File: config.mk
export PLATFORM = sky130hd
export DESIGN_NAME = sensor_power_reset_sequencer
export DESIGN_NICKNAME = d
export VERILOG_FILES = /design/src/sensor_seq_pkg.sv /design/src/sensor_power_reset_sequencer.sv
export SDC_FILE = /design/constraint.sdc
export NUM_CORES = 1
export LEC_CHECK = 0
export ABC_AREA = 1
export BUFFER_PORTS_ARGS = -buffer_cell sky130_fd_sc_hd__buf_2
export CAP_MARGIN = 20
export CORE_ASPECT_RATIO = 0.9
export CORE_MARGIN = 2
export CORE_UTILIZATION = 55
export CTS_CLUSTER_DIAMETER = 50
export DETAILED_ROUTE_END_ITERATION = 7
export GPL_ROUTABILITY_DRIVEN = 0
export GPL_TIMING_DRIVEN = 0
export HOLD_SLACK_MARGIN = 0.02
export PLACE_DENSITY = 0.84
export SYNTH_ARGS = -nofsm -noshare
export SYNTH_HDL_FRONTEND = slang
export SYNTH_SLANG_ARGS = --single-unit
File: constraint.sdc
create_clock -name core_clk -period 6.2 [get_ports core_clk]
set_clock_uncertainty 0.15 [all_clocks]
set_input_delay 0.62 -clock core_clk [delete_from_list [all_inputs] [get_ports core_clk]]
set_output_delay 0.62 -clock core_clk [all_outputs]
set_load 0.01 [all_outputs]
File: src/sensor_seq_pkg.sv
/*
  Constants, types and lookups shared by the sensor power and reset sequencer.
  Assumes a single 20 MHz core clock and supply-good levels already sampled in that domain.
*/
package sensor_seq_pkg;

  // ****************************************
  // Clock and timing
  // ****************************************
  localparam int unsigned CLK_PERIOD_NS = 50;
  localparam int unsigned PLL_LOCK_NS = 200000;
  localparam int unsigned PLL_LOCK_CYCLES = PLL_LOCK_NS / CLK_PERIOD_NS;
  localparam int unsigned FIRST_FIXED_MS = 10;
  localparam int unsigned FIRST_FIXED_CYCLES = (FIRST_FIXED_MS * 1000000) / CLK_PERIOD_NS;
  localparam int unsigned FPS_LOW = 30;
  localparam int unsigned FPS_HIGH = 60;
  localparam int unsigned FRAME30_CYCLES = 1000000000 / FPS_LOW / CLK_PERIOD_NS;
  localparam int unsigned FRAME60_CYCLES = 1000000000 / FPS_HIGH / CLK_PERIOD_NS;
  localparam int unsigned LINE_CYCLES = 100;
  localparam int unsigned POR_CYCLES = 16;
  localparam logic [23:0] BLANK_CYCLES = 24'h0003E8;
  localparam int unsigned CNT_W = 24;

  // ****************************************
  // Output format
  // ****************************************
  localparam int unsigned PIXEL_BITS = 10;
  localparam int unsigned MIPI_LANES = 4;
  localparam int unsigned LANE_MBPS = 960;
  localparam logic [2:0] FMT_FULL = 3'h0;
  localparam logic [2:0] FMT_CROP_A = 3'h1;
  localparam logic [2:0] FMT_CROP_B = 3'h2;
  localparam logic [2:0] FMT_BIN_A = 3'h3;
  localparam logic [2:0] FMT_BIN_B = 3'h4;

  typedef enum logic [2:0] {
    ST_OFF = 3'b000,
    ST_PLL = 3'b001,
    ST_STBY = 3'b010,
    ST_FIXW = 3'b011,
    ST_EXPW = 3'b100,
    ST_STRM = 3'b101,
    ST_STOP = 3'b110
  } seq_state_t;

  typedef struct packed {
    logic int_reset;
    logic pll_locked;
    logic standby;
    logic streaming;
    logic frame_active;
    logic frame_start;
    logic fps60;
  } seq_status_t;

  typedef struct packed {
    logic [11:0] width;
    logic [11:0] height;
  } frame_size_t;

  // Binned formats run at the higher frame rate
  function automatic logic fmt_binned(input logic [2:0] fmt);
    fmt_binned = (fmt == FMT_BIN_A) || (fmt == FMT_BIN_B);
  endfunction

  function automatic frame_size_t fmt_size(input logic [2:0] fmt);
    case (fmt)
      FMT_CROP_A: fmt_size = '{width: 12'hCC0, height: 12'h72C};
      FMT_CROP_B: fmt_size = '{width: 12'hB00, height: 12'h630};
      FMT_BIN_A: fmt_size = '{width: 12'h660, height: 12'h4C8};
      FMT_BIN_B: fmt_size = '{width: 12'h580, height: 12'h318};
      default: fmt_size = '{width: 12'hCC0, height: 12'h990};
    endcase
  endfunction

endpackage
File: src/sensor_power_reset_sequencer.sv
/*
  Sensor-side power-up reset, PLL lock, streaming start and standby entry sequencer.
  Assumes supply-good, reset pins and software requests arrive synchronous to core_clk.
*/
// Summary of operation
// - PLL locks within 0.2 ms
// - First frame within 10 ms plus exposure
// - Standby waits for frame end, else immediate
// - Internal logic reset at power-up
// - Reset pin active low, acts at once
// - 10-bit, four lanes, 30/60 fps formats
`timescale 1ns/1ps
module sensor_power_reset_sequencer #(
  parameter int unsigned FIRST_FIXED = sensor_seq_pkg::FIRST_FIXED_CYCLES,
  parameter int unsigned FRAME30 = sensor_seq_pkg::FRAME30_CYCLES,
  parameter int unsigned FRAME60 = sensor_seq_pkg::FRAME60_CYCLES
) (
  input wire logic core_clk,
  input wire logic rst,
  input wire logic supply_good,
  input wire logic shutdown_n,
  input wire logic powerdown_n,
  input wire logic stream_req,
  input wire logic standby_req,
  input wire logic [2:0] fmt_sel,
  input wire logic [15:0] exposure_lines,
  output sensor_seq_pkg::seq_status_t status,
  output sensor_seq_pkg::frame_size_t frame_size
);

  // ****************************************
  // State
  // ****************************************
  sensor_seq_pkg::seq_state_t state_q, state_d;
  sensor_seq_pkg::seq_status_t stat_q, stat_d;
  sensor_seq_pkg::frame_size_t size_q, size_d;
  logic [23:0] cnt_q, cnt_d;
  logic [23:0] cnt_dec;
  logic [23:0] period;
  logic [23:0] expo_cycles;
  logic power_bad;

  assign power_bad = !supply_good || !shutdown_n || !powerdown_n;
  assign cnt_dec = cnt_q - 24'h000001;
  assign period = stat_q.fps60 ? 24'(FRAME60 - 1) : 24'(FRAME30 - 1);
  assign expo_cycles = 24'(exposure_lines * sensor_seq_pkg::LINE_CYCLES);

  // ****************************************
  // Next state
  // ****************************************
  always_comb begin
    state_d = state_q;
    stat_d = stat_q;
    size_d = size_q;
    cnt_d = cnt_q;
    stat_d.frame_start = 1'b0;
    if (power_bad) begin
      // Any pin or supply drop resets state, counter and status but keeps frame_size, no clock count needed
      state_d = sensor_seq_pkg::ST_OFF;
      cnt_d = 24'(sensor_seq_pkg::POR_CYCLES - 1);
      stat_d = '0;
      stat_d.int_reset = 1'b1;
    end else begin
      case (state_q)
        sensor_seq_pkg::ST_OFF: begin
          stat_d.int_reset = 1'b1;
          if (cnt_q == 24'h000000) begin
            state_d = sensor_seq_pkg::ST_PLL;
            cnt_d = 24'(sensor_seq_pkg::PLL_LOCK_CYCLES - 1);
            stat_d.int_reset = 1'b0;
          end else begin
            cnt_d = cnt_dec;
          end
        end
        sensor_seq_pkg::ST_PLL: begin
          if (cnt_q == 24'h000000) begin
            state_d = sensor_seq_pkg::ST_STBY;
            stat_d.pll_locked = 1'b1;
            stat_d.standby = 1'b1;
          end else begin
            cnt_d = cnt_dec;
          end
        end
        sensor_seq_pkg::ST_STBY: begin
          if (stream_req && !standby_req) begin
            state_d = sensor_seq_pkg::ST_FIXW;
            cnt_d = 24'(FIRST_FIXED - 1);
            stat_d.standby = 1'b0;
            stat_d.streaming = 1'b1;
            stat_d.fps60 = sensor_seq_pkg::fmt_binned(fmt_sel);
            size_d = sensor_seq_pkg::fmt_size(fmt_sel);
          end
        end
        sensor_seq_pkg::ST_FIXW, sensor_seq_pkg::ST_EXPW: begin
          if (standby_req) begin
            // No frame is out yet, so standby is immediate
            state_d = sensor_seq_pkg::ST_STBY;
            stat_d.standby = 1'b1;
            stat_d.streaming = 1'b0;
          end else if (cnt_q != 24'h000000) begin
            cnt_d = cnt_dec;
          end else if (state_q == sensor_seq_pkg::ST_FIXW && expo_cycles != 24'h000000) begin
            state_d = sensor_seq_pkg::ST_EXPW;
            cnt_d = expo_cycles - 24'h000001;
          end else begin
            state_d = sensor_seq_pkg::ST_STRM;
            cnt_d = period;
            stat_d.frame_start = 1'b1;
            stat_d.frame_active = 1'b1;
          end
        end
        sensor_seq_pkg::ST_STRM: begin
          if (standby_req && !stat_q.frame_active) begin
            state_d = sensor_seq_pkg::ST_STBY;
            stat_d.standby = 1'b1;
            stat_d.streaming = 1'b0;
          end else if (cnt_q == 24'h000000) begin
            if (standby_req) begin
              state_d = sensor_seq_pkg::ST_STBY;
              stat_d.standby = 1'b1;
              stat_d.streaming = 1'b0;
            end else begin
              cnt_d = period;
              stat_d.frame_start = 1'b1;
              stat_d.frame_active = 1'b1;
            end
          end else begin
            cnt_d = cnt_dec;
            stat_d.frame_active = cnt_dec >= sensor_seq_pkg::BLANK_CYCLES;
            if (standby_req) begin
              // Frame in flight: finish it before standby
              state_d = sensor_seq_pkg::ST_STOP;
            end
          end
        end
        sensor_seq_pkg::ST_STOP: begin
          cnt_d = cnt_dec;
          stat_d.frame_active = cnt_dec >= sensor_seq_pkg::BLANK_CYCLES;
          if (!stat_d.frame_active || cnt_q == 24'h000000) begin
            state_d = sensor_seq_pkg::ST_STBY;
            stat_d.frame_active = 1'b0;
            stat_d.standby = 1'b1;
            stat_d.streaming = 1'b0;
          end
        end
        default: begin
          state_d = sensor_seq_pkg::ST_OFF;
          cnt_d = 24'(sensor_seq_pkg::POR_CYCLES - 1);
          stat_d = '0;
          stat_d.int_reset = 1'b1;
        end
      endcase
    end
  end

  always_ff @(posedge core_clk) begin
    if (rst) begin
      state_q <= sensor_seq_pkg::ST_OFF;
      stat_q <= 7'h40;
      size_q <= 24'h000000;
      cnt_q <= 24'(sensor_seq_pkg::POR_CYCLES - 1);
    end else begin
      state_q <= state_d;
      stat_q <= stat_d;
      size_q <= size_d;
      cnt_q <= cnt_d;
    end
  end

  assign status = stat_q;
  assign frame_size = size_q;

  // ****************************************
  // Checks
  // ****************************************
  logic [24:0] wait_q, wait_d;
  always_comb begin
    wait_d = 25'h0000000;
    if (state_q == sensor_seq_pkg::ST_FIXW || state_q == sensor_seq_pkg::ST_EXPW) begin
      wait_d = wait_q + 25'h0000001;
    end
  end
  always_ff @(posedge core_clk) begin
    if (rst) begin
      wait_q <= 25'h0000000;
    end else begin
      wait_q <= wait_d;
    end
  end

  // Cycles out of reset without lock; a long delay range would be costly to unroll
  logic [15:0] lock_wait_q, lock_wait_d;
  always_comb begin
    lock_wait_d = 16'h0000;
    if (!stat_q.int_reset && !stat_q.pll_locked) begin
      lock_wait_d = (lock_wait_q == 16'hFFFF) ? lock_wait_q : lock_wait_q + 16'h0001;
    end
  end
  always_ff @(posedge core_clk) begin
    if (rst) begin
      lock_wait_q <= 16'h0000;
    end else begin
      lock_wait_q <= lock_wait_d;
    end
  end

  power_reset_a: assert property (@(posedge core_clk) disable iff (rst)
    power_bad |=> stat_q.int_reset && !stat_q.pll_locked)
    else $error("internal reset not held on power loss");
  pin_reset_a: assert property (@(posedge core_clk) disable iff (rst)
    !shutdown_n |=> !stat_q.streaming && !stat_q.frame_active)
    else $error("shutdown pin did not stop the sensor");
  pll_lock_a: assert property (@(posedge core_clk) disable iff (rst)
    lock_wait_q <= 16'(sensor_seq_pkg::PLL_LOCK_CYCLES))
    else $error("PLL not locked in time");
  first_frame_a: assert property (@(posedge core_clk) disable iff (rst)
    wait_q <= 25'(FIRST_FIXED) + 25'(expo_cycles))
    else $error("first frame start too late");
  standby_idle_a: assert property (@(posedge core_clk) disable iff (rst)
    (state_q == sensor_seq_pkg::ST_STRM && standby_req && !stat_q.frame_active && !power_bad)
    |=> stat_q.standby && !stat_q.streaming)
    else $error("idle standby not immediate");
  standby_wait_a: assert property (@(posedge core_clk) disable iff (rst)
    stat_q.frame_active |-> !stat_q.standby)
    else $error("standby entered mid frame");
  frame_start_a: assert property (@(posedge core_clk) disable iff (rst)
    stat_q.frame_start |-> stat_q.frame_active && stat_q.streaming && !$past(stat_q.frame_active))
    else $error("frame start without active frame");
  frame_rate_a: assert property (@(posedge core_clk) disable iff (rst)
    $rose(stat_q.streaming) |-> stat_q.fps60 == sensor_seq_pkg::fmt_binned($past(fmt_sel)))
    else $error("frame rate does not match format");

endmodule // sensor_power_reset_sequencer

==> flow_summary.json <==
{
  "antenna_found_initial": 0,
  "status": "finished with violations",
  "grt_pass1_vias": 5480,
  "max_slew_margin_pct": 48.1,
  "crit_chain": "buf_2 > ha_1 > ha_1 > fa_1 > ha_1 > nand2_2 > inv_1 > nand2_1 > nand2_1 > inv_1 > nand3_1 > nand2_1 > nand2_1 > nor2_2 > nand2_2 > nor2_4 > nand3_4 > nand3_4 > nor2_1 > o21bai_1 > nand2_1 > a21oi_1",
  "hold_start": "frame_size[2]",
  "hpwl_microns": 12400,
  "die_area_sq_mm": 0.0115,
  "p_leak_nw": 3.18,
  "power_density_mw_per_mm2": 184,
  "h-tree-depth": 2,
  "cap_violations": 0,
  "nets": 1077,
  "synth_top_area_share_pct": 16.7,
  "viasPerCell": 5.45,
  "areaGrowthSynthToFinish_pct": 9.79,
  "avgSynthCellArea_sq_um": 6.37,
  "drc_errors": 4,
  "post_cts_buffers": 0,
  "fin_setup_tns_ns": 0,
  "peakVddDrop_mv": 0.114,
  "die_w_microns": 113,
  "cts_sinks": 49,
  "grt_pass1_wl_microns": 25500,
  "violations": "design-rule violations",
  "drive_gt1_share_pct": 15.6,
  "core_sq_mm": 0.0103,
  "crit_buf_inv": 3,
  "synth_area_leaders": "dfxtp_1 17%, nand2_1 15%, ha_1 12%, inv_1 7.0%, nor2_1 6.6%",
  "worstSetupStartpointType": "input pin",
  "diodes": 0,
  "rows": 35,
  "finalCritPeriodShare_pct": 66.1,
  "cts_max_path_buffers": 2,
  "clkLatencyLatePin_ns": 0.30,
  "finalMaxSlewViolations": 0,
  "path_max_fanout": 10,
  "path_common_cell": "nand2_1",
  "timing.rr.start": "cnt_q[0]",
  "arrival_ns": 4.18,
  "syn_inst": 921,
  "hold_class": "reg -> reg",
  "grt_max_degree": 18,
  "gr-total-overflow": 0,
  "multiInputGateArea_sq_mm": 0.00433,
  "wirelength_microns": 15200,
  "setup_viol": 0,
  "cts_hold_buf": 0,
  "port_buffers": 48,
  "fillers": 984,
  "seqCellArea_sq_um": 981,
  "path_class": "in -> reg",
  "cpLargestDelayFamily": "adder cells",
  "synth_top_area_cell": "dfxtp_1",
  "synthDistinctLibCells": 49,
  "startpoint": "exposure_lines[8]",
  "track_usage_pct": 26.9,
  "synth_area_sq_mm": 0.00587,
  "pin_count": 57,
  "first_iter_violations": 545,
  "fp.dieH_microns": 102,
  "worstMarginPinSlew_ns": 0.774,
  "rsz0062_at_grt": "no",
  "fmax_ghz": 0.244,
  "post_drt_wl_per_cell_microns": 13.7,
  "clk_pin_slew_worst_paths_ns": 0.07,
  "synth.ff_latch_count": 49,
  "start_util_pct": 56.8,
  "synth_most_common_cell": "nand2_1",
  "ys_seq_area_share_pct": 16.7,
  "finalCriticalPeriod_ns": 4.10,
  "antenna_left": 0,
  "cts_resized": 0,
  "synth_ff_type": "dfxtp_1",
  "crit_path_max_incr_delay_ns": 0.47,
  "crit_path_end_kind": "flop",
  "dr.pass1.iters": 7,
  "required_ns": 6.28,
  "synth_edf_count": 0,
  "place_area_sq_mm": 0.00629,
  "yosys_warnings": 0,
  "cts_tree": "built",
  "cts_root_buf": "clkbuf_16",
  "cts_buffers": 5,
  "synthTopCellsByCount": "241 x nand2_1, 109 x inv_1, 103 x nor2_1, 58 x ha_1",
  "hold_viol": 0,
  "cp_slowest_cell": "fa_1",
  "finish.instance_area_sq_mm": 0.00644,
  "synthArstFlopShare_pct": 0,
  "via_count": 6057
}
==> metrics by stage <==
step	power (W)	hold slack [ns]	instances	util, %	setup WS [ns]
finish	0.00119	0.313	1112	62.3	2.10
global route	0.00128	0.337	1112	62.3	1.78
CTS	0.00118	0.315	1112	62.3	2.17
detailed placement	0.000897	0.305	1104	60.9	1.86
global placement	0.000882	0.299	1104	60.9	1.89
floorplan	0.000780	0.291	927	-	2.37
==> power by group <==
part           total [W]  switching (W)  internal (W)
clock           0.000285       0.000132      0.000153
sequential      0.000315    0.000000272      0.000315
combinational   0.000586       0.000387      0.000199
==> area by class of cell <==
cell class | instances | share of cell area (%)
Multi-Input combinational cell | 736 | 67.3
Sequential cell | 49 | 15.2
Inverter | 118 | 6.95
Timing Repair Buffer | 48 | 3.73
Tap cell | 129 | 2.51
Buffer | 24 | 2.00
Clock buffer | 5 | 1.94
Clock inverter | 3 | 0.388
==> kinds of logic after synthesis <==
group	synth area share, %
DFF	16.7
buffers and inverters	9.83
adders and majority gates	16.1
xor gates and xnor gates	5.50
and+or+nand+nor	39.4
AOI/OAI and AO/OA	12.4
other	0.0639
==> cell usage in the layout, fill, tap and decap left out, types with 4 or more instances in the layout <==
cell type | Yosys | final
nand2_1 | 241 | 241
inv_1 | 109 | 109
nor2_1 | 103 | 103
ha_1 | 58 | 58
nand3_1 | 56 | 56
a21oi_1 | 56 | 56
buf_2 | 4 | 52
dfxtp_1 | 49 | 49
xor2_1 | 26 | 26
o21ai_0 | 26 | 26
nand2_2 | 21 | 21
nand4_1 | 14 | 14
nor2_2 | 14 | 14
nor3_1 | 14 | 14
a21oi_2 | 12 | 12
fa_1 | 11 | 11
nor2_4 | 9 | 9
xnor2_1 | 9 | 9
clkbuf_1 | 9 | 9
buf_4 | 9 | 9
o21ai_1 | 7 | 7
conb_1 | 1 | 7
inv_2 | 6 | 6
nand3b_1 | 6 | 6
o22ai_1 | 5 | 5
o21bai_1 | 5 | 5
clkbuf_16 | 0 | 5
nand3_2 | 4 | 4
nor3_2 | 4 | 4
or2_2 | 4 | 4
==> routing by layer <==
metal  track usage (%)  vias up  wire, microns
met1              38.1     2707           7270
met2              42.5      235           6320
li1                  -     3084              -
met3              5.16       31           1260
met4              7.04        0            331
met5                 0        -              0
==> path summary, 6_finish.rpt <==
check	endpoint	slack, ns	depth (start not counted)
min	frame_size[2]	0.31	2
max	cnt_q[17]	2.10	22
min reg2reg	frame_size[2]	0.31	2
max reg2reg	status[2]	3.48	16
==> registers in the layout (all words and copies together) (netlist names) <==
name / count
cnt_q: 24
frame_size: 15
state_q: 3
status: 7
==> worst min-delay path: stages (launching register included) <==
cell and delay [ns]:
dfxtp_1 0.31, nand2_1 0.06, a21oi_1 0.05
Power figures use the tool's default switching activity.
